**config.mk**
```make
export PLATFORM = sky130hd
export DESIGN_NAME = dsmsel_top
export DESIGN_NICKNAME = d
export VERILOG_FILES = /design/src/hw/dsmsel_pkg.sv /design/src/hw/dsmsel_sync.sv /design/src/hw/dsmsel_top.sv
export VERILOG_INCLUDE_DIRS = /design/src /design/src/hw
export SDC_FILE = /design/constraint.sdc
export NUM_CORES = 1
export LEC_CHECK = 0
export ABC_AREA = 1
export BUFFER_PORTS_ARGS = -buffer_cell sky130_fd_sc_hd__buf_2
export CAP_MARGIN = 20
export CORE_MARGIN = 5
export CORE_UTILIZATION = 50
export DETAILED_ROUTE_END_ITERATION = 10
export PLACE_DENSITY_LB_ADDON = 0.25
export SLEW_MARGIN = 0
export SYNTH_ARGS = -nofsm -noshare
export SYNTH_HDL_FRONTEND = slang
export SYNTH_SLANG_ARGS = --single-unit
```
**constraint.sdc**
```tcl
create_clock -name clock -period 1.7 [get_ports clock]
set_input_delay 0.17 -clock clock [delete_from_list [all_inputs] [get_ports clock]]
set_output_delay 0.17 -clock clock [all_outputs]
set_load 0.03 [all_outputs]
```
**src/hw/dsmsel_defs.svh**
```systemverilog
// Behaviour
// - source codes 0000 software bit, 0001 pin, 0010-0101 pwm channels one to four
// - source codes 0110/0111 comparators, 1000/1001 sync serial, 1010 async transmit
// - source codes 1011 to 1111 connect nothing to the modulator
// - source register bit 7 blocks the selected source peripheral's own pin drive
// - high carrier register bit 7 blocks the selected carrier peripheral's pin drive
// - high carrier register bit 6 inverts the selected high carrier
// - with sync bit 5 set, switch to low waits for a high carrier falling edge
// - with sync clear, leave the high carrier as soon as the modulator drops
// - carrier codes 0000 low, 0001 pin one, 0010 pin two, 0011 reference clock
// - carrier codes 0100 to 0111 pick pwm channels one to four
// - carrier codes 1000 to 1111 connect no carrier
// - unsynchronised switching may leave narrowed carrier pulses in the stream
// - selection fields power up unknown and keep contents across other resets
// - output high carrier while modulator is one, low carrier while zero
// - disabled module forces the high carrier low and modulator to software bit, fields kept
// - synchronised switch lets the running carrier pulse end low first
`ifndef DSMSEL_DEFS_SVH
`define DSMSEL_DEFS_SVH

// register addresses
`define DSMSEL_MSRC_ADDR    4'h0
`define DSMSEL_HCAR_ADDR    4'h1
`define DSMSEL_MCON_ADDR    4'h2

// field positions
`define DSMSEL_ODIS_BIT     7
`define DSMSEL_INV_BIT      6
`define DSMSEL_SYNC_BIT     5
`define DSMSEL_SEL_MSB      3
`define DSMSEL_SEL_LSB      0
`define DSMSEL_EN_BIT       7
`define DSMSEL_OUT_BIT      3
`define DSMSEL_HSEL_BIT     1
`define DSMSEL_SWBIT_BIT    0

// writable masks and reset values
`define DSMSEL_MSRC_WMASK   8'h8F
`define DSMSEL_HCAR_WMASK   8'hEF
`define DSMSEL_MCON_WMASK   8'h81
`define DSMSEL_MCON_RST     8'h00
`define DSMSEL_RDATA_RST    8'h00

// modulation source codes
`define DSMSEL_MS_SOFT      4'h0
`define DSMSEL_MS_PIN       4'h1
`define DSMSEL_MS_PWM1      4'h2
`define DSMSEL_MS_PWM2      4'h3
`define DSMSEL_MS_PWM3      4'h4
`define DSMSEL_MS_PWM4      4'h5
`define DSMSEL_MS_CMP1      4'h6
`define DSMSEL_MS_CMP2      4'h7
`define DSMSEL_MS_SSP1      4'h8
`define DSMSEL_MS_SSP2      4'h9
`define DSMSEL_MS_ATX       4'hA

// high carrier codes
`define DSMSEL_HC_LOW       4'h0
`define DSMSEL_HC_CIN1      4'h1
`define DSMSEL_HC_CIN2      4'h2
`define DSMSEL_HC_REF       4'h3
`define DSMSEL_HC_PWM1      4'h4
`define DSMSEL_HC_PWM2      4'h5
`define DSMSEL_HC_PWM3      4'h6
`define DSMSEL_HC_PWM4      4'h7

`endif

```
**src/hw/dsmsel_pkg.sv**
```systemverilog
package dsmsel_pkg;

  // on-chip peripheral outputs, all on the system clock
  typedef struct packed {
    logic [3:0] pwm;
    logic [1:0] cmp;
    logic       ssp1;
    logic       ssp2;
    logic       atx;
    logic       refclk;
  } dsmsel_periph_t;

  // register port request
  typedef struct packed {
    logic [3:0] addr;
    logic [7:0] wdata;
    logic       wr;
    logic       rd;
  } dsmsel_bus_req_t;

  // carrier routing state
  typedef enum logic [1:0] {
    DSMSEL_SEL_LOW  = 2'b00,
    DSMSEL_SEL_HIGH = 2'b01,
    DSMSEL_WAIT_FALL = 2'b10
  } dsmsel_state_t;

endpackage

```
**src/hw/dsmsel_sync.sv**
```systemverilog
`timescale 1ns/1ps
`default_nettype none

module dsmsel_sync #(
  parameter int WIDTH = 3
) (
  input  wire logic             clock,
  input  wire logic             rstn,
  input  wire logic             clk_en,
  input  wire logic [WIDTH-1:0] async_in,
  output var  logic [WIDTH-1:0] sync_out
);

  logic [WIDTH-1:0] meta_ff;

  // first stage feeds only the second stage
  always_ff @(posedge clock or negedge rstn) begin
    if (!rstn) begin
      meta_ff  <= '0;
      sync_out <= '0;
    end else if (clk_en) begin
      meta_ff  <= async_in;
      sync_out <= meta_ff;
    end
  end

endmodule

`default_nettype wire

```
**src/hw/dsmsel_top.sv**
```systemverilog
`timescale 1ns/1ps
`default_nettype none
`include "dsmsel_defs.svh"

module dsmsel_top (
  input  wire logic                    clock,
  input  wire logic                    rstn,
  input  wire logic                    clk_en,
  input  wire dsmsel_pkg::dsmsel_bus_req_t bus_req,
  output var  logic [7:0]              bus_rdata,
  input  wire dsmsel_pkg::dsmsel_periph_t  periph,
  input  wire logic                    external_modulator_input_pin,
  input  wire logic                    carrier_input_pin_one,
  input  wire logic                    carrier_input_pin_two,
  input  wire logic                    carrier_low_in,
  output var  logic                    modulator_bit,
  output var  logic                    carrier_high,
  output var  logic                    modulated_carrier,
  output var  dsmsel_pkg::dsmsel_periph_t  pin_disable
);
  import dsmsel_pkg::*;

  //////////////////////////////////////////////////////////////////////////////
  // declarations

  logic [2:0]      pins_s;
  logic            mod_pin_s;
  logic            cin1_s;
  logic            cin2_s;

  logic [7:0]      msrc_ff;
  logic [7:0]      hcar_ff;
  logic [7:0]      mcon_ff;
  logic [7:0]      rdata_ff;

  logic            enable;
  logic            soft_bit;
  logic            hc_invert;
  logic            hc_sync;
  logic [3:0]      eff_ms;
  logic [3:0]      eff_hc;

  logic            mod_ff;
  logic            hc_ff;
  logic            hc_prev_ff;
  logic            hc_fall;
  logic            out_ff;
  dsmsel_periph_t  pin_dis_ff;
  dsmsel_periph_t  nxt_pin_dis;

  dsmsel_state_t   state_ff;
  dsmsel_state_t   nxt_state;

  logic            wr_msrc;
  logic            wr_hcar;
  logic            wr_mcon;
  logic [7:0]      nxt_rdata;

  //////////////////////////////////////////////////////////////////////////////
  // functions

  // modulator source decode; reserved codes give a defined low
  function automatic logic mod_pick(
    input logic [3:0]     code,
    input logic           sw,
    input logic           pin,
    input dsmsel_periph_t p
  );
    logic r;
    r = 1'b0;
    unique case (code)
      `DSMSEL_MS_SOFT: r = sw;
      `DSMSEL_MS_PIN:  r = pin;
      `DSMSEL_MS_PWM1: r = p.pwm[0];
      `DSMSEL_MS_PWM2: r = p.pwm[1];
      `DSMSEL_MS_PWM3: r = p.pwm[2];
      `DSMSEL_MS_PWM4: r = p.pwm[3];
      `DSMSEL_MS_CMP1: r = p.cmp[0];
      `DSMSEL_MS_CMP2: r = p.cmp[1];
      `DSMSEL_MS_SSP1: r = p.ssp1;
      `DSMSEL_MS_SSP2: r = p.ssp2;
      `DSMSEL_MS_ATX:  r = p.atx;
      default:         r = 1'b0;
    endcase
    return r;
  endfunction

  // high carrier decode; code zero and reserved codes are both low
  function automatic logic car_pick(
    input logic [3:0]     code,
    input logic           c1,
    input logic           c2,
    input dsmsel_periph_t p
  );
    logic r;
    r = 1'b0;
    unique case (code)
      `DSMSEL_HC_LOW:  r = 1'b0;
      `DSMSEL_HC_CIN1: r = c1;
      `DSMSEL_HC_CIN2: r = c2;
      `DSMSEL_HC_REF:  r = p.refclk;
      `DSMSEL_HC_PWM1: r = p.pwm[0];
      `DSMSEL_HC_PWM2: r = p.pwm[1];
      `DSMSEL_HC_PWM3: r = p.pwm[2];
      `DSMSEL_HC_PWM4: r = p.pwm[3];
      default:         r = 1'b0;
    endcase
    return r;
  endfunction

  // peripheral whose own pin a source code points at; pins and constants have none
  function automatic dsmsel_periph_t ms_owner(input logic [3:0] code);
    dsmsel_periph_t m;
    m = '0;
    unique case (code)
      `DSMSEL_MS_PWM1: m.pwm[0] = 1'b1;
      `DSMSEL_MS_PWM2: m.pwm[1] = 1'b1;
      `DSMSEL_MS_PWM3: m.pwm[2] = 1'b1;
      `DSMSEL_MS_PWM4: m.pwm[3] = 1'b1;
      `DSMSEL_MS_CMP1: m.cmp[0] = 1'b1;
      `DSMSEL_MS_CMP2: m.cmp[1] = 1'b1;
      `DSMSEL_MS_SSP1: m.ssp1   = 1'b1;
      `DSMSEL_MS_SSP2: m.ssp2   = 1'b1;
      `DSMSEL_MS_ATX:  m.atx    = 1'b1;
      default:         m = '0;
    endcase
    return m;
  endfunction

  function automatic dsmsel_periph_t hc_owner(input logic [3:0] code);
    dsmsel_periph_t m;
    m = '0;
    unique case (code)
      `DSMSEL_HC_REF:  m.refclk = 1'b1;
      `DSMSEL_HC_PWM1: m.pwm[0] = 1'b1;
      `DSMSEL_HC_PWM2: m.pwm[1] = 1'b1;
      `DSMSEL_HC_PWM3: m.pwm[2] = 1'b1;
      `DSMSEL_HC_PWM4: m.pwm[3] = 1'b1;
      default:         m = '0;
    endcase
    return m;
  endfunction

  //////////////////////////////////////////////////////////////////////////////
  // pin synchronisation

  // pins are asynchronous; the edge detector below must never see a metastable level
  dsmsel_sync #(
    .WIDTH (3)
  ) u_sync (
    .clock    (clock),
    .rstn     (rstn),
    .clk_en   (clk_en),
    .async_in ({external_modulator_input_pin, carrier_input_pin_one, carrier_input_pin_two}),
    .sync_out (pins_s)
  );

  assign mod_pin_s = pins_s[2];
  assign cin1_s    = pins_s[1];
  assign cin2_s    = pins_s[0];

  //////////////////////////////////////////////////////////////////////////////
  // register port

  assign wr_msrc = bus_req.wr && (bus_req.addr == `DSMSEL_MSRC_ADDR);
  assign wr_hcar = bus_req.wr && (bus_req.addr == `DSMSEL_HCAR_ADDR);
  assign wr_mcon = bus_req.wr && (bus_req.addr == `DSMSEL_MCON_ADDR);

  // selection fields carry no reset so that they survive rstn; they are
  // unknown until first written, which is harmless while the enable is low
  always_ff @(posedge clock) begin
    if (clk_en && wr_msrc) begin
      msrc_ff <= bus_req.wdata & `DSMSEL_MSRC_WMASK;
    end
  end

  always_ff @(posedge clock) begin
    if (clk_en && wr_hcar) begin
      hcar_ff <= bus_req.wdata & `DSMSEL_HCAR_WMASK;
    end
  end

  // control: enable and software bit, cleared by reset so the block starts idle
  always_ff @(posedge clock or negedge rstn) begin
    if (!rstn) begin
      mcon_ff <= `DSMSEL_MCON_RST;
    end else if (clk_en && wr_mcon) begin
      mcon_ff <= bus_req.wdata & `DSMSEL_MCON_WMASK;
    end
  end

  // read mux; unmapped addresses and reserved bits read zero
  always_comb begin
    nxt_rdata = `DSMSEL_RDATA_RST;
    if (bus_req.rd) begin
      unique case (bus_req.addr)
        `DSMSEL_MSRC_ADDR: nxt_rdata = msrc_ff;
        `DSMSEL_HCAR_ADDR: nxt_rdata = hcar_ff;
        `DSMSEL_MCON_ADDR: begin
          nxt_rdata = mcon_ff;
          nxt_rdata[`DSMSEL_OUT_BIT]  = out_ff;
          nxt_rdata[`DSMSEL_HSEL_BIT] = (state_ff != DSMSEL_SEL_LOW);
        end
        default: nxt_rdata = `DSMSEL_RDATA_RST;
      endcase
    end
  end

  // read data stand for exactly the cycle after the strobe
  always_ff @(posedge clock or negedge rstn) begin
    if (!rstn) begin
      rdata_ff <= `DSMSEL_RDATA_RST;
    end else if (clk_en) begin
      rdata_ff <= nxt_rdata;
    end
  end

  //////////////////////////////////////////////////////////////////////////////
  // effective selection

  assign enable    = mcon_ff[`DSMSEL_EN_BIT];
  assign soft_bit  = mcon_ff[`DSMSEL_SWBIT_BIT];
  assign hc_invert = hcar_ff[`DSMSEL_INV_BIT];
  assign hc_sync   = enable && hcar_ff[`DSMSEL_SYNC_BIT];

  // disabled: stored fields stay, but the paths act as software bit and low
  assign eff_ms = enable ? msrc_ff[`DSMSEL_SEL_MSB:`DSMSEL_SEL_LSB] : `DSMSEL_MS_SOFT;
  assign eff_hc = enable ? hcar_ff[`DSMSEL_SEL_MSB:`DSMSEL_SEL_LSB] : `DSMSEL_HC_LOW;

  //////////////////////////////////////////////////////////////////////////////
  // modulator and high carrier capture

  // one register stage each; the modulator and carrier stay aligned in time
  always_ff @(posedge clock or negedge rstn) begin
    if (!rstn) begin
      mod_ff <= 1'b0;
    end else if (clk_en) begin
      mod_ff <= mod_pick(eff_ms, soft_bit, mod_pin_s, periph);
    end
  end

  // inversion only while enabled, so a disabled block shows a quiet carrier
  always_ff @(posedge clock or negedge rstn) begin
    if (!rstn) begin
      hc_ff      <= 1'b0;
      hc_prev_ff <= 1'b0;
    end else if (clk_en) begin
      hc_ff      <= enable & (car_pick(eff_hc, cin1_s, cin2_s, periph) ^ hc_invert);
      hc_prev_ff <= hc_ff;
    end
  end

  // falling edge of the conditioned carrier, polarity already applied
  assign hc_fall = hc_prev_ff & ~hc_ff;

  //////////////////////////////////////////////////////////////////////////////
  // carrier switching

  // leaving high without sync may cut a pulse short; that is accepted behaviour
  always_comb begin
    nxt_state = state_ff;
    unique case (state_ff)
      DSMSEL_SEL_LOW: begin
        if (mod_ff) begin
          nxt_state = DSMSEL_SEL_HIGH;
        end
      end
      DSMSEL_SEL_HIGH: begin
        if (!mod_ff) begin
          if (!hc_sync || hc_fall) begin
            nxt_state = DSMSEL_SEL_LOW;
          end else begin
            nxt_state = DSMSEL_WAIT_FALL;
          end
        end
      end
      DSMSEL_WAIT_FALL: begin
        if (mod_ff) begin
          nxt_state = DSMSEL_SEL_HIGH;
        end else if (hc_fall || !hc_sync) begin
          nxt_state = DSMSEL_SEL_LOW;
        end
      end
      default: nxt_state = DSMSEL_SEL_LOW;
    endcase
  end

  always_ff @(posedge clock or negedge rstn) begin
    if (!rstn) begin
      state_ff <= DSMSEL_SEL_LOW;
    end else if (clk_en) begin
      state_ff <= nxt_state;
    end
  end

  // mixer: the waiting state still carries the high pulse until it ends
  always_ff @(posedge clock or negedge rstn) begin
    if (!rstn) begin
      out_ff <= 1'b0;
    end else if (clk_en) begin
      out_ff <= (state_ff != DSMSEL_SEL_LOW) ? hc_ff : carrier_low_in;
    end
  end

  //////////////////////////////////////////////////////////////////////////////
  // peripheral pin override

  // a peripheral is cut from its pin only while actually selected and enabled
  always_comb begin
    nxt_pin_dis = '0;
    if (enable && msrc_ff[`DSMSEL_ODIS_BIT]) begin
      nxt_pin_dis = nxt_pin_dis | ms_owner(eff_ms);
    end
    if (enable && hcar_ff[`DSMSEL_ODIS_BIT]) begin
      nxt_pin_dis = nxt_pin_dis | hc_owner(eff_hc);
    end
  end

  always_ff @(posedge clock or negedge rstn) begin
    if (!rstn) begin
      pin_dis_ff <= '0;
    end else if (clk_en) begin
      pin_dis_ff <= nxt_pin_dis;
    end
  end

  //////////////////////////////////////////////////////////////////////////////
  // outputs

  assign bus_rdata         = rdata_ff;
  assign modulator_bit     = mod_ff;
  assign carrier_high      = hc_ff;
  assign modulated_carrier = out_ff;
  assign pin_disable       = pin_dis_ff;

endmodule

`default_nettype wire

```
==> Word level (Yosys, flattened, before mapping) <==
Cells that the tools add are included.
{ "totals": {"ff_bits": 44, "in_bits": 31, "output_inout_bits": 21, "elab_cells": 98} }
{ "classes": {"eq_ne": 24, "mux": 36, "n_bitwise": 5, "reduce_logical": 16} }
{ "ops": {"columns": ["operator", "count"], "rows": [
  ["$eq 4x3->1 const B", 8],
  ["$pmux 8 s3", 1],
  ["$mux 1", 21],
  ["$eq 4x2->1 const B", 5],
  ["$mux 10", 2],
  ["$eq 4x1->1 const B", 3],
  ["$eq 4x4->1 const B", 3],
  ["$pmux 1 s11", 1],
  ["$mux 2", 5],
  ["$or 10x10->10", 1],
  ["$logic_and 1x1->1", 9],
  ["$logic_not 4->1", 2],
  ["$mux 4", 2],
  ["$mux 8", 1],
  ["$pmux 1 s7", 1],
  ["$pmux 2 s3", 1],
  ["$mux 5", 1],
  ["$ne 2x2->1 const B", 2],
  ["$reduce_and 4->1", 1],
  ["$ne 3x3->1 const B", 1],
  ["$and 1x1->1", 2],
  ["$eq 2x1->1 const B", 1],
  ["$eq 2x2->1 const B", 1],
  ["$logic_not 2->1", 1],
  ["other kinds (5)", 5]
]} }

==> Logic depth before layout (Yosys ltp) <==
Gate-level depths: netlist of the first run.
{ "logic_depth": {"depth_word": 6, "depth_mapped": 11, "ltp_nobuf": 10} }

==> By module <==
Synthesis of the first run repeated with hierarchy kept, for this count alone.
{ "unflattened": {"hier_cells": 250, "hier_area_um2": 2134.5} }
{ "modules_own_cells": {"columns": ["mod", "instances", "cells_each", "area_each_um2", "seq_area_each_um2"], "rows": [
  ["dsmsel_top", 1, 225, 1913.1, 985.9],
  ["dsmsel_sync", 1, 25, 221.5, 150.1]
]} }

==> Worst setup path after synthesis of the first run <==
No wires, ideal clock.
{ "synth_path": {"path_type": "input port to flip-flop", "from": "input port bus_req[13] in the netlist's numbering", "to": "register hcar_ff[0], enable pin", "setup_ns": 0.360, "arrival_ns": 1.039, "setup_slack_ns": 0.301, "path_stages": 5, "n_path_buf": 0, "cell_sequence": "nor2_1 -> inv_1 -> nor3_4 -> inv_1 -> nor2_1"} }
{ "synth_between": {"elab_chain_len": 3} }
{ "synth_rtl": {"columns": ["item", "line_no", "rtl"], "rows": [
  ["start: declaration", "dsmsel_top.sv:9", "input wire dsmsel_pkg::dsmsel_bus_req_t bus_req,"],
  ["$eq 4x1->1", null, null],
  ["$logic_and 1x1->1", "dsmsel_top.sv:166", "assign wr_hcar = bus_req.wr && (bus_req.addr == `DSMSEL_HCAR_ADDR);"],
  ["$logic_and 1x1->1", "dsmsel_top.sv:178", "if (clk_en && wr_hcar) begin"],
  ["end signal: assignment", "dsmsel_top.sv:179", "hcar_ff <= bus_req.wdata & `DSMSEL_HCAR_WMASK;"],
  ["end: declaration", "dsmsel_top.sv:32", "logic [7:0] hcar_ff;"]
]} }
No other way between the ends.
A chain may end at the register's enable or synchronous reset.

==> Final worst setup path of the first run <==
{ "layout_path": {"from": "register mcon_ff[7]", "to": "register mod_ff, in the netlist modulator_bit"} }
{ "layout_between": {"elab_chain_len": 3, "elab_cells_between_ends": 13, "cone_classes": "eq/ne (10); mux (2); reduce/logical (1)"} }
{ "layout_rtl": {"columns": ["item", "line_no", "rtl"], "rows": [
  ["start: declaration", "dsmsel_top.sv:33", "logic [7:0] mcon_ff;"],
  ["start signal: assignment", "dsmsel_top.sv:186", "mcon_ff <= `DSMSEL_MCON_RST;"],
  ["start signal: assignment", "dsmsel_top.sv:188", "mcon_ff <= bus_req.wdata & `DSMSEL_MCON_WMASK;"],
  ["$mux 4 (no source line) (*)", null, null],
  ["$eq 4x4->1 (tied with other cells)", "dsmsel_top.sv:71", "unique case (code)"],
  ["$pmux 1 s11 (*)", "dsmsel_top.sv:71", null],
  ["end signal: assignment", "dsmsel_top.sv:238", "mod_ff <= mod_pick(eff_ms, soft_bit, mod_pin_s, periph);"],
  ["end: declaration", "dsmsel_top.sv:43", "logic mod_ff;"]
]} }
Mark *: on every way between the ends. The rest lies on a longest branch, timed or not.

==> results of run 1 <==
## cell usage in the layout, fill, tap and decap left out, types with 2 or more instances in the layout
master     n
a21oi_1    3
a31oi_1    3
a32o_1     5
buf_2     49
buf_4      6
clkbuf_1   2
clkbuf_8   5
dfrtp_1   30
edfxtp_1  12
inv_1     27
nand2_1   75
nand3_1   30
nand3_2    2
nand3_4    3
nand4_1    2
nor2_1    20
nor2_2     3
o21ai_0    9
o21ai_1    2
o21ai_2    2
o221ai_1   3
## critical path: cells and delay by family, from the launching register on
family,cells,cell delay (ps)
AND/OR/NAND/NOR,9,750
flip-flops,1,540
buffers and inverters,1,110
## power groups by stage
stage	sequential, mW	combinational (mW)	clock, mW
2_1_floorplan	1.25	0.276	0
3_3_place_gp	1.22	0.424	0
3_5_place_dp	1.23	0.432	0
4_1_cts	1.20	0.435	0.628
5_1_grt	1.22	0.487	0.674
6_report	1.21	0.431	0.611
## sequential cells by signal, summed over array words and instances (netlist names)
signal and cells:
state_ff 2, bus_rdata 7, modulated_carrier 1, u_sync.sync_out 3, carrier_high 1, modulator_bit 1
mcon_ff 2, u_sync.meta_ff 3, pin_disable 10, msrc_ff 5, hc_prev_ff 1, hcar_ff 7
## worst max path at each step
stage	start	end
after floorplan	bus_req[13]	hcar_ff[0]
after global routing	mcon_ff[7]	carrier_high
after CTS	mcon_ff[7]	carrier_high
final	mcon_ff[7]	modulator_bit
after detailed placement	mcon_ff[7]	carrier_high
after global placement	mcon_ff[7]	modulator_bit
## cell families (layout without fill, tap and decap cells)
group / count (synthesis) / count (layout) / share of synthesized area [%]
flip-flops: 43 / 43 / 52.00
multiplexers: 1 / 1 / 0.5154
AO/OA/AOI/OAI: 31 / 31 / 9.852
buffers and inverters: 37 / 92 / 7.904
AND/OR/NAND/NOR: 138 / 138 / 29.55
other: 1 / 1 / 0.1717
## layout make-up
type	count	area, µm²
repair buffers	56	300.3
clock buffers	7	76.32
fillers	405	1730
multi-input cells	171	875.8
inverters	29	108.9
flip-flops and latches	43	1137
well taps	52	65.06
## repair_timing
action / in CTS / in global routing
endpoints found under the hold margin: 31 / 0
gates resized for setup: 0 / 1
hold buffers: 1 / 0
endpoints found under the setup margin: 0 / 2
## layer usage
metal	share of wire [%]	vias up	routed length, µm	global-route usage, %
li1	-	939	-	-
met1	45	875	2219	23.80
met3	6.6	7	330	5.437
met4	1.6	0	80	5.420
met2	47	47	2335	29.11
met5	0	-	0	0
==> results by group, run 1 <==
Setup path
  • Critical path class: reg2reg
  • Slowest CP cell: dfrtp_2
  • Crit-path max FO: 15
  • Critical Path Most Common Cell: nand2_1
  • CP Capture Type: flop
  • Worst Setup Start Kind: flop
  • Largest stage delay, worst path: 540 ps
  • CP arrival: 1670 ps
  • Worst endpoint required time: between 1500 and 2000 ps
  • Reg-to-reg endpoint: modulator_bit
  • Worst reg2reg path depth: 10
  • Critical R2R Launch: mcon_ff[7]
  • Setup slack, reg-to-reg: 270 ps
  • Crit path cell chain: nand2_1 > nor2_1 > inv_1 > nor2_2 > nand2_1 > nand2_1 > nor2_1 > nand3b_1 > nand2_1 > nand2_1

Clock network
  • Clk_lat worst skew: 290 ps
  • CTS Buf Count: 5
  • CTS max path bufs: 2
  • Post-CTS Setup Inserts: 0
  • Clock Tree Root: clkbuf_8
  • H-tree depth: 2
  • CTS tree: built
  • CTS sink count: 43
  • Clock slew at reported path FFs: ~80 ps

Power
  • Sw frac: between 30 and 40%
  • Pint: ~1.6 mW
  • Logic pwr share: a little under a fifth
  • Pwr Density: between 800 and 900 mW/mm²
  • Leak: approximately 1.3 nW
  • NetSw: around 0.7 mW
  • Maximum VDD drop: between 300 and 400 µV
  • Power share of the clock group: a little over a quarter
  • Share of total power in sequential cells: about 54%
  • Total power: around 2.2 mW

Route
  • DR iter-0 viols: around 160
  • ANT nets after route: 0
  • DR WL/cell: 13.87 µm
  • Via count: approximately 1900
  • Via density: 5.218
  • Final wirelength: between 4000 and 5000 µm
  • Drc violations: 0
  • Pre-Repair DR Iteration Count: 4

Place
  • Cell Count Post-Placement: 350
  • # port buffers: 49
  • Post-DP HPWL: 3855 µm
  • Post-Place Cell Area: roughly 0.0025 mm²
  • GPL Wtd Cong: 0.9263
  • Pre-CTS setup slack: approximately 130 ps

STA
  • Slew @ Worst Pin: a little under 700 ps
  • Tcrit/Tclk final: around 84%
  • Setup violations, final: 0
  • Hold Vio Cnt, Final: 0
  • Fin Clk Skew: between 7 and 8 ps
  • Final worst path period need: approximately 1400 ps
  • Max Transition Viols Final: 0
  • Maximum clock frequency: approximately 700 MHz
  • Final hold slack: between 40 and 50 ps
  • Setup TNS: 0 ps
  • RSZ-0062 raised after global routing: false
  • Max_slew headroom: approximately 54%
  • Final WS setup: between 200 and 300 ps

Logic synthesis
  • Post-synth top cells: 75 x nand2_1, 31 x dfrtp_1, 30 x nand3_1
  • Synth top area cells: dfrtp_1 36%, edfxtp_1 16%, nand2_1 13%
  • Number of synthesized flops with an enable pin: 12
  • Synth area leader: dfrtp_1
  • Sequential fraction of the synthesis area: 52.00%
  • Yosys reg bits: between 40 and 50
  • Yosys Warn Count: 0
  • Mapped Area: 0.002185 mm²
  • Avg Inst Size Synth: between 8 and 9 µm²
  • Primary FF master, synth: dfrtp_1
  • Most frequent cell after synthesis: nand2_1
  • FFs w/ async S/R, synth: between 70% and 80%
  • Top-area cell type share of the netlist area: approximately 36%
  • Post-synth cell types: 33
  • Post-Synthesis Cells: roughly 250
  • Syn Nets: 282

Global routing
  • Number of global-route vias before repair: between 1500 and 2000
  • Global-route wire length before repair: between 8000 and 9000 µm
  • GRT overflow: 0
  • Tot GR Track Use: a little under a fifth
  • Initial antenna violation count: 0
  • Largest net degree at the start of global routing: 32

Die
  • Starting Density: 50.87%
  • Core area: between 0.004 and 0.005 mm²
  • Die Ht: between 70 and 80 µm
  • Die footprint: 0.005791 mm²
  • Die Wd: 76.10 µm
  • Io pins: 52
  • FP Rows: 24

Worst hold path
  • Min-Delay Path Class: in2reg
  • Hold EP: hcar_ff[6]
  • Hold path startpoint: bus_req[8]
  • Worst hold stages: 1

Cells and area
  • Layout cell share with drive strength beyond 1: about 25%
  • Area Overhead vs Synth: 17.35%
  • Design area: roughly 0.0026 mm²
  • Ant diodes: 0
  • Non-filler cells, final: about 360
  • Post-Route Utilization: 59.70%
  • Post-layout net count: 337

Status
  • Status: complete, no violations

Run
  • Max-cap violations: 0
Power figures use the tool's default switching activity.
==> run 2: changes to the inputs <==
ABC_AREA = 0   (was 1)
clock period = 1.4 ns   (was 1.7 ns; I/O delays follow)
==> run 2 against run 1 <==
The flow now finishes with violations (negative setup slack). Largest power group unchanged. Synthesized cell count is 22% lower. Clock power is 87% higher. Sequential share of layout area is 3.0 points lower. Setup slack worse by 310 ps. Largest cell class unchanged. Highest routed layer unchanged. Utilization is 8.6 points higher.
==> results by group, run 2 <==
Clock network
  • H-tree depth: 2 (unchanged)
  • CTS Buf Count: 5 (unchanged)
  • CTS max path bufs: 2 (unchanged)
  • CTS sink count: 43 (unchanged)
  • Clock Tree Root: clkbuf_8
  • CTS tree: built
  • Clk_lat worst skew: 300 ps (about the same)
  • Clock slew at reported path FFs: 80 ps (about the same)

Setup path
  • Critical path class: reg2reg
  • CP arrival: 1610 ps (-60 ps)
  • CP endpoint: carrier_high
  • Reg-to-reg endpoint: carrier_high
  • Worst Setup Start Kind: flop
  • CP Capture Type: flop
  • Crit-path max FO: 4 (-11)
  • Worst endpoint required time: 1580 ps (-360 ps)
  • Critical Path Start: hcar_ff[2]
  • Setup slack, reg-to-reg: -40 ps (-310 ps)
  • Worst reg2reg path depth: 5 (-5)
  • Critical R2R Launch: hcar_ff[2]

Logic synthesis
  • Post-synth top cells: 31 x dfrtp_1, 18 x nor2_1, 13 x nand2_1
  • Primary FF master, synth: dfrtp_1
  • Number of synthesized flops with an enable pin: 12 (unchanged)
  • Synth area leader: dfrtp_1
  • Syn Nets: 226 (-20%)
  • Yosys reg bits: 43 (unchanged)
  • Yosys Warn Count: 0 (unchanged)
  • Post-synth cell types: 45 (+36%)
  • Most frequent cell after synthesis: dfrtp_1
  • Top-area cell type share of the netlist area: 36.88% (+1.4 points)
  • Mapped Area: 0.002103 mm² (-3.7%)
  • FFs w/ async S/R, synth: 72.09% (unchanged)
  • Sequential fraction of the synthesis area: 54.02% (+2.0 points)
  • Synth top area cells: dfrtp_1 37%, edfxtp_1 17%, mux2_2 5.9%
  • Avg Inst Size Synth: 10.79 µm² (+24%)
  • Post-Synthesis Cells: 195 (-22%)

Cells and area
  • Post-layout net count: 297 (-12%)
  • Design area: 0.002750 mm² (+7.3%)
  • Area Overhead vs Synth: 30.76%
  • Ant diodes: 0 (unchanged)
  • Max reg flops: 10 (unchanged)
  • Layout cell share with drive strength beyond 1: 43.82% (+19 points)
  • Post-Route Utilization: 68.26% (+8.6 points)
  • Most frequent cells in the layout: 50 x buf_2, 30 x dfrtp_1, 28 x buf_4
  • Most common cell after layout, fill and taps aside: buf_2

STA
  • Setup violations, final: 2 (+2)
  • Max Transition Viols Final: 0 (unchanged)
  • RSZ-0062 raised after global routing: true
  • Hold Vio Cnt, Final: 0 (unchanged)
  • Final WS setup: -38.92 ps (-307.2 ps)
  • Final worst path period need: 1439 ps (+7.165 ps)
  • Tcrit/Tclk final: 102.8% (+19 points)
  • Maximum clock frequency: 695.0 MHz (-0.50%)
  • Fin Clk Skew: 3.222 ps (-4.504 ps)

Power
  • Leak: 1.268 nW (-3.3%)
  • Maximum VDD drop: 674.0 µV (+74%)
  • Pwr Density: 1091 mW/mm² (+24%)

Route
  • DR WL/cell: 16.28 µm (+17%)
  • DR iter-0 viols: 112 (-31%)
  • Drc violations: 0 (unchanged)
  • Via density: 5.628 (+7.9%)
  • Via count: 1784 (-4.5%)
  • ANT nets after route: 0 (unchanged)
  • Final wirelength: 5162 µm (+3.9%)
  • Pre-Repair DR Iteration Count: 4 (unchanged)

Die
  • Die Wd: 74.86 µm (-1.6%)
  • Io pins: 52 (unchanged)
  • Die footprint: 0.005603 mm² (-3.2%)
  • Core area: 0.004029 mm² (-6.2%)
  • Die Ht: 74.86 µm (-1.6%)
  • Starting Density: 52.20% (+1.3 points)
  • FP Rows: 23 (-4.2%)

Global routing
  • Initial antenna violation count: 0 (unchanged)
  • GRT overflow: 0 (unchanged)
  • Tot GR Track Use: 20.03% (+1.8 points)
  • Number of global-route vias before repair: 1833 (+0.27%)
  • Largest net degree at the start of global routing: 32 (unchanged)
  • Global-route wire length before repair: 8362 µm (-2.3%)

Status
  • Failing checks: negative setup slack
  • Status: finished, violations left

Worst hold path
  • Min-Delay Path Class: in2reg
  • Hold path startpoint: bus_req[7]
  • Worst hold stages: 1 (unchanged)

Place
  • Post-DP HPWL: 3744 µm (-2.9%)
  • # port buffers: 49 (unchanged)
  • Post-Place Cell Area: 0.002511 mm² (+1.4%)
  • GPL Wtd Cong: 0.8459 (-8.7%)

Run
  • Max-cap violations: 0 (unchanged)
## run 2: worst min-delay path by stage
| stage | endpoint | slack, ps |
|---|---|---|
| 2_1_floorplan | bus_rdata[0] | -160 |
| 3_3_place_gp | state_ff[1] | 180 |
| 3_5_place_dp | pin_disable[1] | 180 |
| 4_1_cts | hcar_ff[5] | 10 |
| 5_1_grt | msrc_ff[2] | 10 |
| 6_report | hcar_ff[5] | 20 |
## run 2: cell families after synthesis
group,share of synthesized area [%]
AOI/OAI and AO/OA,14.69
DFF,54.02
buffers and inverters,4.879
and+or+nand+nor,15.59
other,0.1783
muxes,10.65
## run 2: critical path, stage by stage (launching register included)
cell	delay, ps
edfxtp_1	440
mux2i_1	240
o32ai_2	100
a31oi_2	210
mux2i_1	210
o221ai_1	120
## run 2: power breakdown
| part | leakage (nW) | internal [mW] | switching (mW) |
|---|---|---|---|
| sequential | 0.510 | 1.36 | 0.0610 |
| combinational | 0.694 | 0.189 | 0.247 |
| clock | 0.0644 | 0.711 | 0.428 |
## run 2: metrics by stage
stage / power, mW / worst slack (ps) / cells / hold slack [ps] / TNS (ps)
3_5_place_dp: 1.866 / -33.87 / 302 / 176.4 / -48.11
3_3_place_gp: 1.853 / -13.74 / 302 / 176.8 / -13.74
4_1_cts: 3.009 / -21.87 / 313 / 13.50 / -21.87
5_1_grt: 3.133 / -143.6 / 317 / 11.26 / -271.1
2_1_floorplan: 1.682 / 79.35 / 195 / -155.6 / 0
6_report: 3.001 / -38.92 / 317 / 18.40 / -43.92
## run 2: routing by layer
layer | vias to the layer above | share of wire (%) | track usage, %
met5 | - | 0 | 0
met4 | 0 | 1.8 | 7.312
met3 | 9 | 6.1 | 4.806
met2 | 55 | 52 | 34.14
met1 | 867 | 40 | 24.70
li1 | 853 | - | -
## run 2: final cells by class
cell class              instances  area, µm²
well taps                      50      62.56
clock inverters                 3      67.56
fillers                       312       1279
inverters                       8      30.03
repair buffers                 79      470.5
clock buffers                   5      68.82
flip-flops and latches         43       1137
multi-input cells             129      913.4
## run 2: what timing repair did
item | 4_1_cts | 5_1_grt
cloned | 0 | 0
hold buffers | 1 | 0
endpoints found under the hold margin | 31 | 0
setup endpoints to repair | 2 | 8
pin swaps | 3 | 5
setup buffers | 2 | 4
gates resized for setup | 1 | 12
==> run 3: changes to the inputs <==
CORE_ASPECT_RATIO = 0.75   (was not set)
==> run 3 against run 2 <==
The run still ends with negative setup slack left. Fmax is 1.3% lower. Utilization shrank 0.30 points. First-iteration DRC count is 6.3% higher. Critical path type unchanged.
==> results by group, run 3 (synthesis gave the netlist of run 2 again) <==
STA
  • Fin Clk Skew: 2.340 ps (-0.8821 ps)
  • Final worst path period need: 1458 ps (+19.07 ps)
  • RSZ-0062 raised after global routing: true
  • Hold Vio Cnt, Final: 0 (unchanged)
  • Max Transition Viols Final: 0 (unchanged)
  • Setup violations, final: 3 (+1)
  • Tcrit/Tclk final: 104.1% (+1.4 points)
  • Final hold slack: 15.20 ps (-3.197 ps)
  • Final WS setup: -57.99 ps (-19.07 ps)
  • Maximum clock frequency: 685.9 MHz (-1.3%)

Route
  • DR WL/cell: 15.61 µm (-4.1%)
  • Final wirelength: 5042 µm (-2.3%)
  • Via count: 1758 (-1.5%)
  • Drc violations: 0 (unchanged)
  • DR iter-0 viols: 119 (+6.3%)
  • Pre-Repair DR Iteration Count: 4 (unchanged)
  • Via density: 5.443 (-3.3%)
  • ANT nets after route: 0 (unchanged)

Power
  • Maximum VDD drop: 752.0 µV (+12%)
  • Leak: 1.262 nW (-0.50%)
  • Pwr Density: 1028 mW/mm² (-5.8%)

Clock network
  • Clock Tree Root: clkbuf_8
  • Clk_lat worst skew: 300 ps (about the same)
  • CTS max path bufs: 2 (unchanged)
  • Clock slew at reported path FFs: 80 ps (about the same)
  • CTS sink count: 43 (unchanged)
  • CTS tree: built
  • CTS Buf Count: 5 (unchanged)
  • H-tree depth: 2 (unchanged)

Cells and area
  • Register Area: 0.001137 mm² (unchanged)
  • Most common cell after layout, fill and taps aside: buf_2
  • Max reg flops: 10 (unchanged)
  • Post-layout net count: 298 (+0.34%)
  • Layout cell share with drive strength beyond 1: 42.54% (-1.3 points)
  • Fill count: 323 (+3.5%)
  • Area Overhead vs Synth: 30.99%
  • Ant diodes: 0 (unchanged)
  • Most frequent cells in the layout: 49 x buf_2, 30 x dfrtp_1, 26 x buf_4
  • Multi-input gate area: 920.9 µm² (+0.82%)

Setup path
  • Largest stage delay, worst path: 510 ps (+70 ps)
  • Critical path class: reg2reg
  • Crit path cell chain: or3_4 > o21ai_2 > a21oi_2 > o311a_1 > nor2_1
  • Setup slack, reg-to-reg: -60 ps (-20 ps)
  • Slowest CP cell: edfxtp_1
  • Critical R2R Launch: msrc_ff[2]
  • Crit-path leading delay family: simple AND/OR/NAND/NOR gates
  • Worst Path Buf+Inv: 0 (unchanged)
  • CP Capture Type: flop
  • Crit-path max FO: 6 (+2)
  • Worst Setup Start Kind: flop
  • Worst endpoint required time: 1640 ps (+60 ps)
  • CP arrival: 1700 ps (+90 ps)
  • Reg-to-reg endpoint: modulator_bit
  • Critical Path Start: msrc_ff[2]
  • Worst reg2reg path depth: 5 (unchanged)

Run
  • Max-cap violations: 0 (unchanged)

Global routing
  • GRT overflow: 0 (unchanged)
  • Global-route wire length before repair: 8024 µm (-4.0%)
  • Largest net degree at the start of global routing: 32 (unchanged)
  • Tot GR Track Use: 18.70% (-1.3 points)
  • Initial antenna violation count: 0 (unchanged)
  • Number of global-route vias before repair: 1686 (-8.0%)

Die
  • Die footprint: 0.005617 mm² (+0.25%)
  • Die Ht: 66.17 µm (-12%)
  • Core area: 0.004054 mm² (+0.62%)
  • Io pins: 52 (unchanged)
  • Die Wd: 84.89 µm (+13%)
  • Starting Density: 51.88% (-0.32 points)
  • FP Rows: 20 (-13%)

Status
  • Status: finished, violations left
  • Failing checks: negative setup slack

Place
  • # port buffers: 49 (unchanged)
  • GPL Wtd Cong: 0.8523 (+0.76%)
  • Post-DP HPWL: 3510 µm (-6.3%)
  • Pre-CTS setup slack: -25.18 ps (+8.690 ps)

Worst hold path
  • Hold EP: hcar_ff[6]
  • Min-Delay Path Class: in2reg
  • Worst hold stages: 1 (unchanged)
  • Hold path startpoint: bus_req[8]
## run 3: cell count changes in the layout (fill, tap and decap cells not counted), moves of 2 or more
cell / change
o21ai_0: -3
buf_4: -2
dlygate4sd3_1: +2
o21ai_1: +2
## run 3: layer usage
metal	part of all wire, %	track usage [%]	wire length, µm	vias to the layer above
met4	1.7	4.743	85	0
met5	0	0	0	-
met3	5.5	6.600	276	11
met1	46	25.87	2339	836
li1	-	-	-	850
met2	46	28.03	2341	61
## run 3: worst max-delay path by stage
stage / to / slack, ps / depth (start not counted)
global placement: modulator_bit / -2 / 5
global route: modulator_bit / -140 / 5
CTS: state_ff[1] / 3 / 6
finish: modulator_bit / -60 / 5
floorplan: modulator_bit / 80 / 6
detailed placement: carrier_high / -30 / 5
## run 3: area by class of cell
type                    instances  area share [%]
clock inverters                 3           1.544
multi-input cells             129           33.42
clock buffers                   5           2.498
repair buffers                 80           17.67
well taps                      55           2.498
inverters                       8           1.090
flip-flops and latches         43           41.28
## run 3: power by group
part	switching (mW)	internal, mW	leakage, nW
Clock	0.435	0.532	0.0562
Combinational	0.242	0.191	0.696
Sequential	0.0681	1.36	0.510
## run 3: repair_timing
item / 4_1_cts / 5_1_grt
pin swaps: 0 / 3
setup endpoints to repair: 2 / 8
setup buffers: 1 / 6
hold endpoints to repair: 31 / 3
hold buffers: 1 / 2
gates resized for setup: 5 / 13
## run 3: through the flow
stage | std cells | util (%) | cell area (µm²) | power [mW] | TNS (ps)
6_report | 323 | 67.96 | 2755 | 2.833 | -124.2
5_1_grt | 323 | 67.96 | 2755 | 2.969 | -351.0
4_1_cts | 315 | 65.28 | 2646 | 2.820 | 0
3_3_place_gp | 305 | 61.73 | 2502 | 1.843 | -2.533
3_5_place_dp | 305 | 61.73 | 2502 | 1.851 | -39.87
2_1_floorplan | 195 | - | 2103 | 1.682 | 0
## run 3: worst reg2reg max path, cell delays in order, from the launching register on
cell and delay (ps):
edfxtp_1 510, or3_4 450, o21ai_2 140, a21oi_2 70, o311a_1 120, nor2_1 100
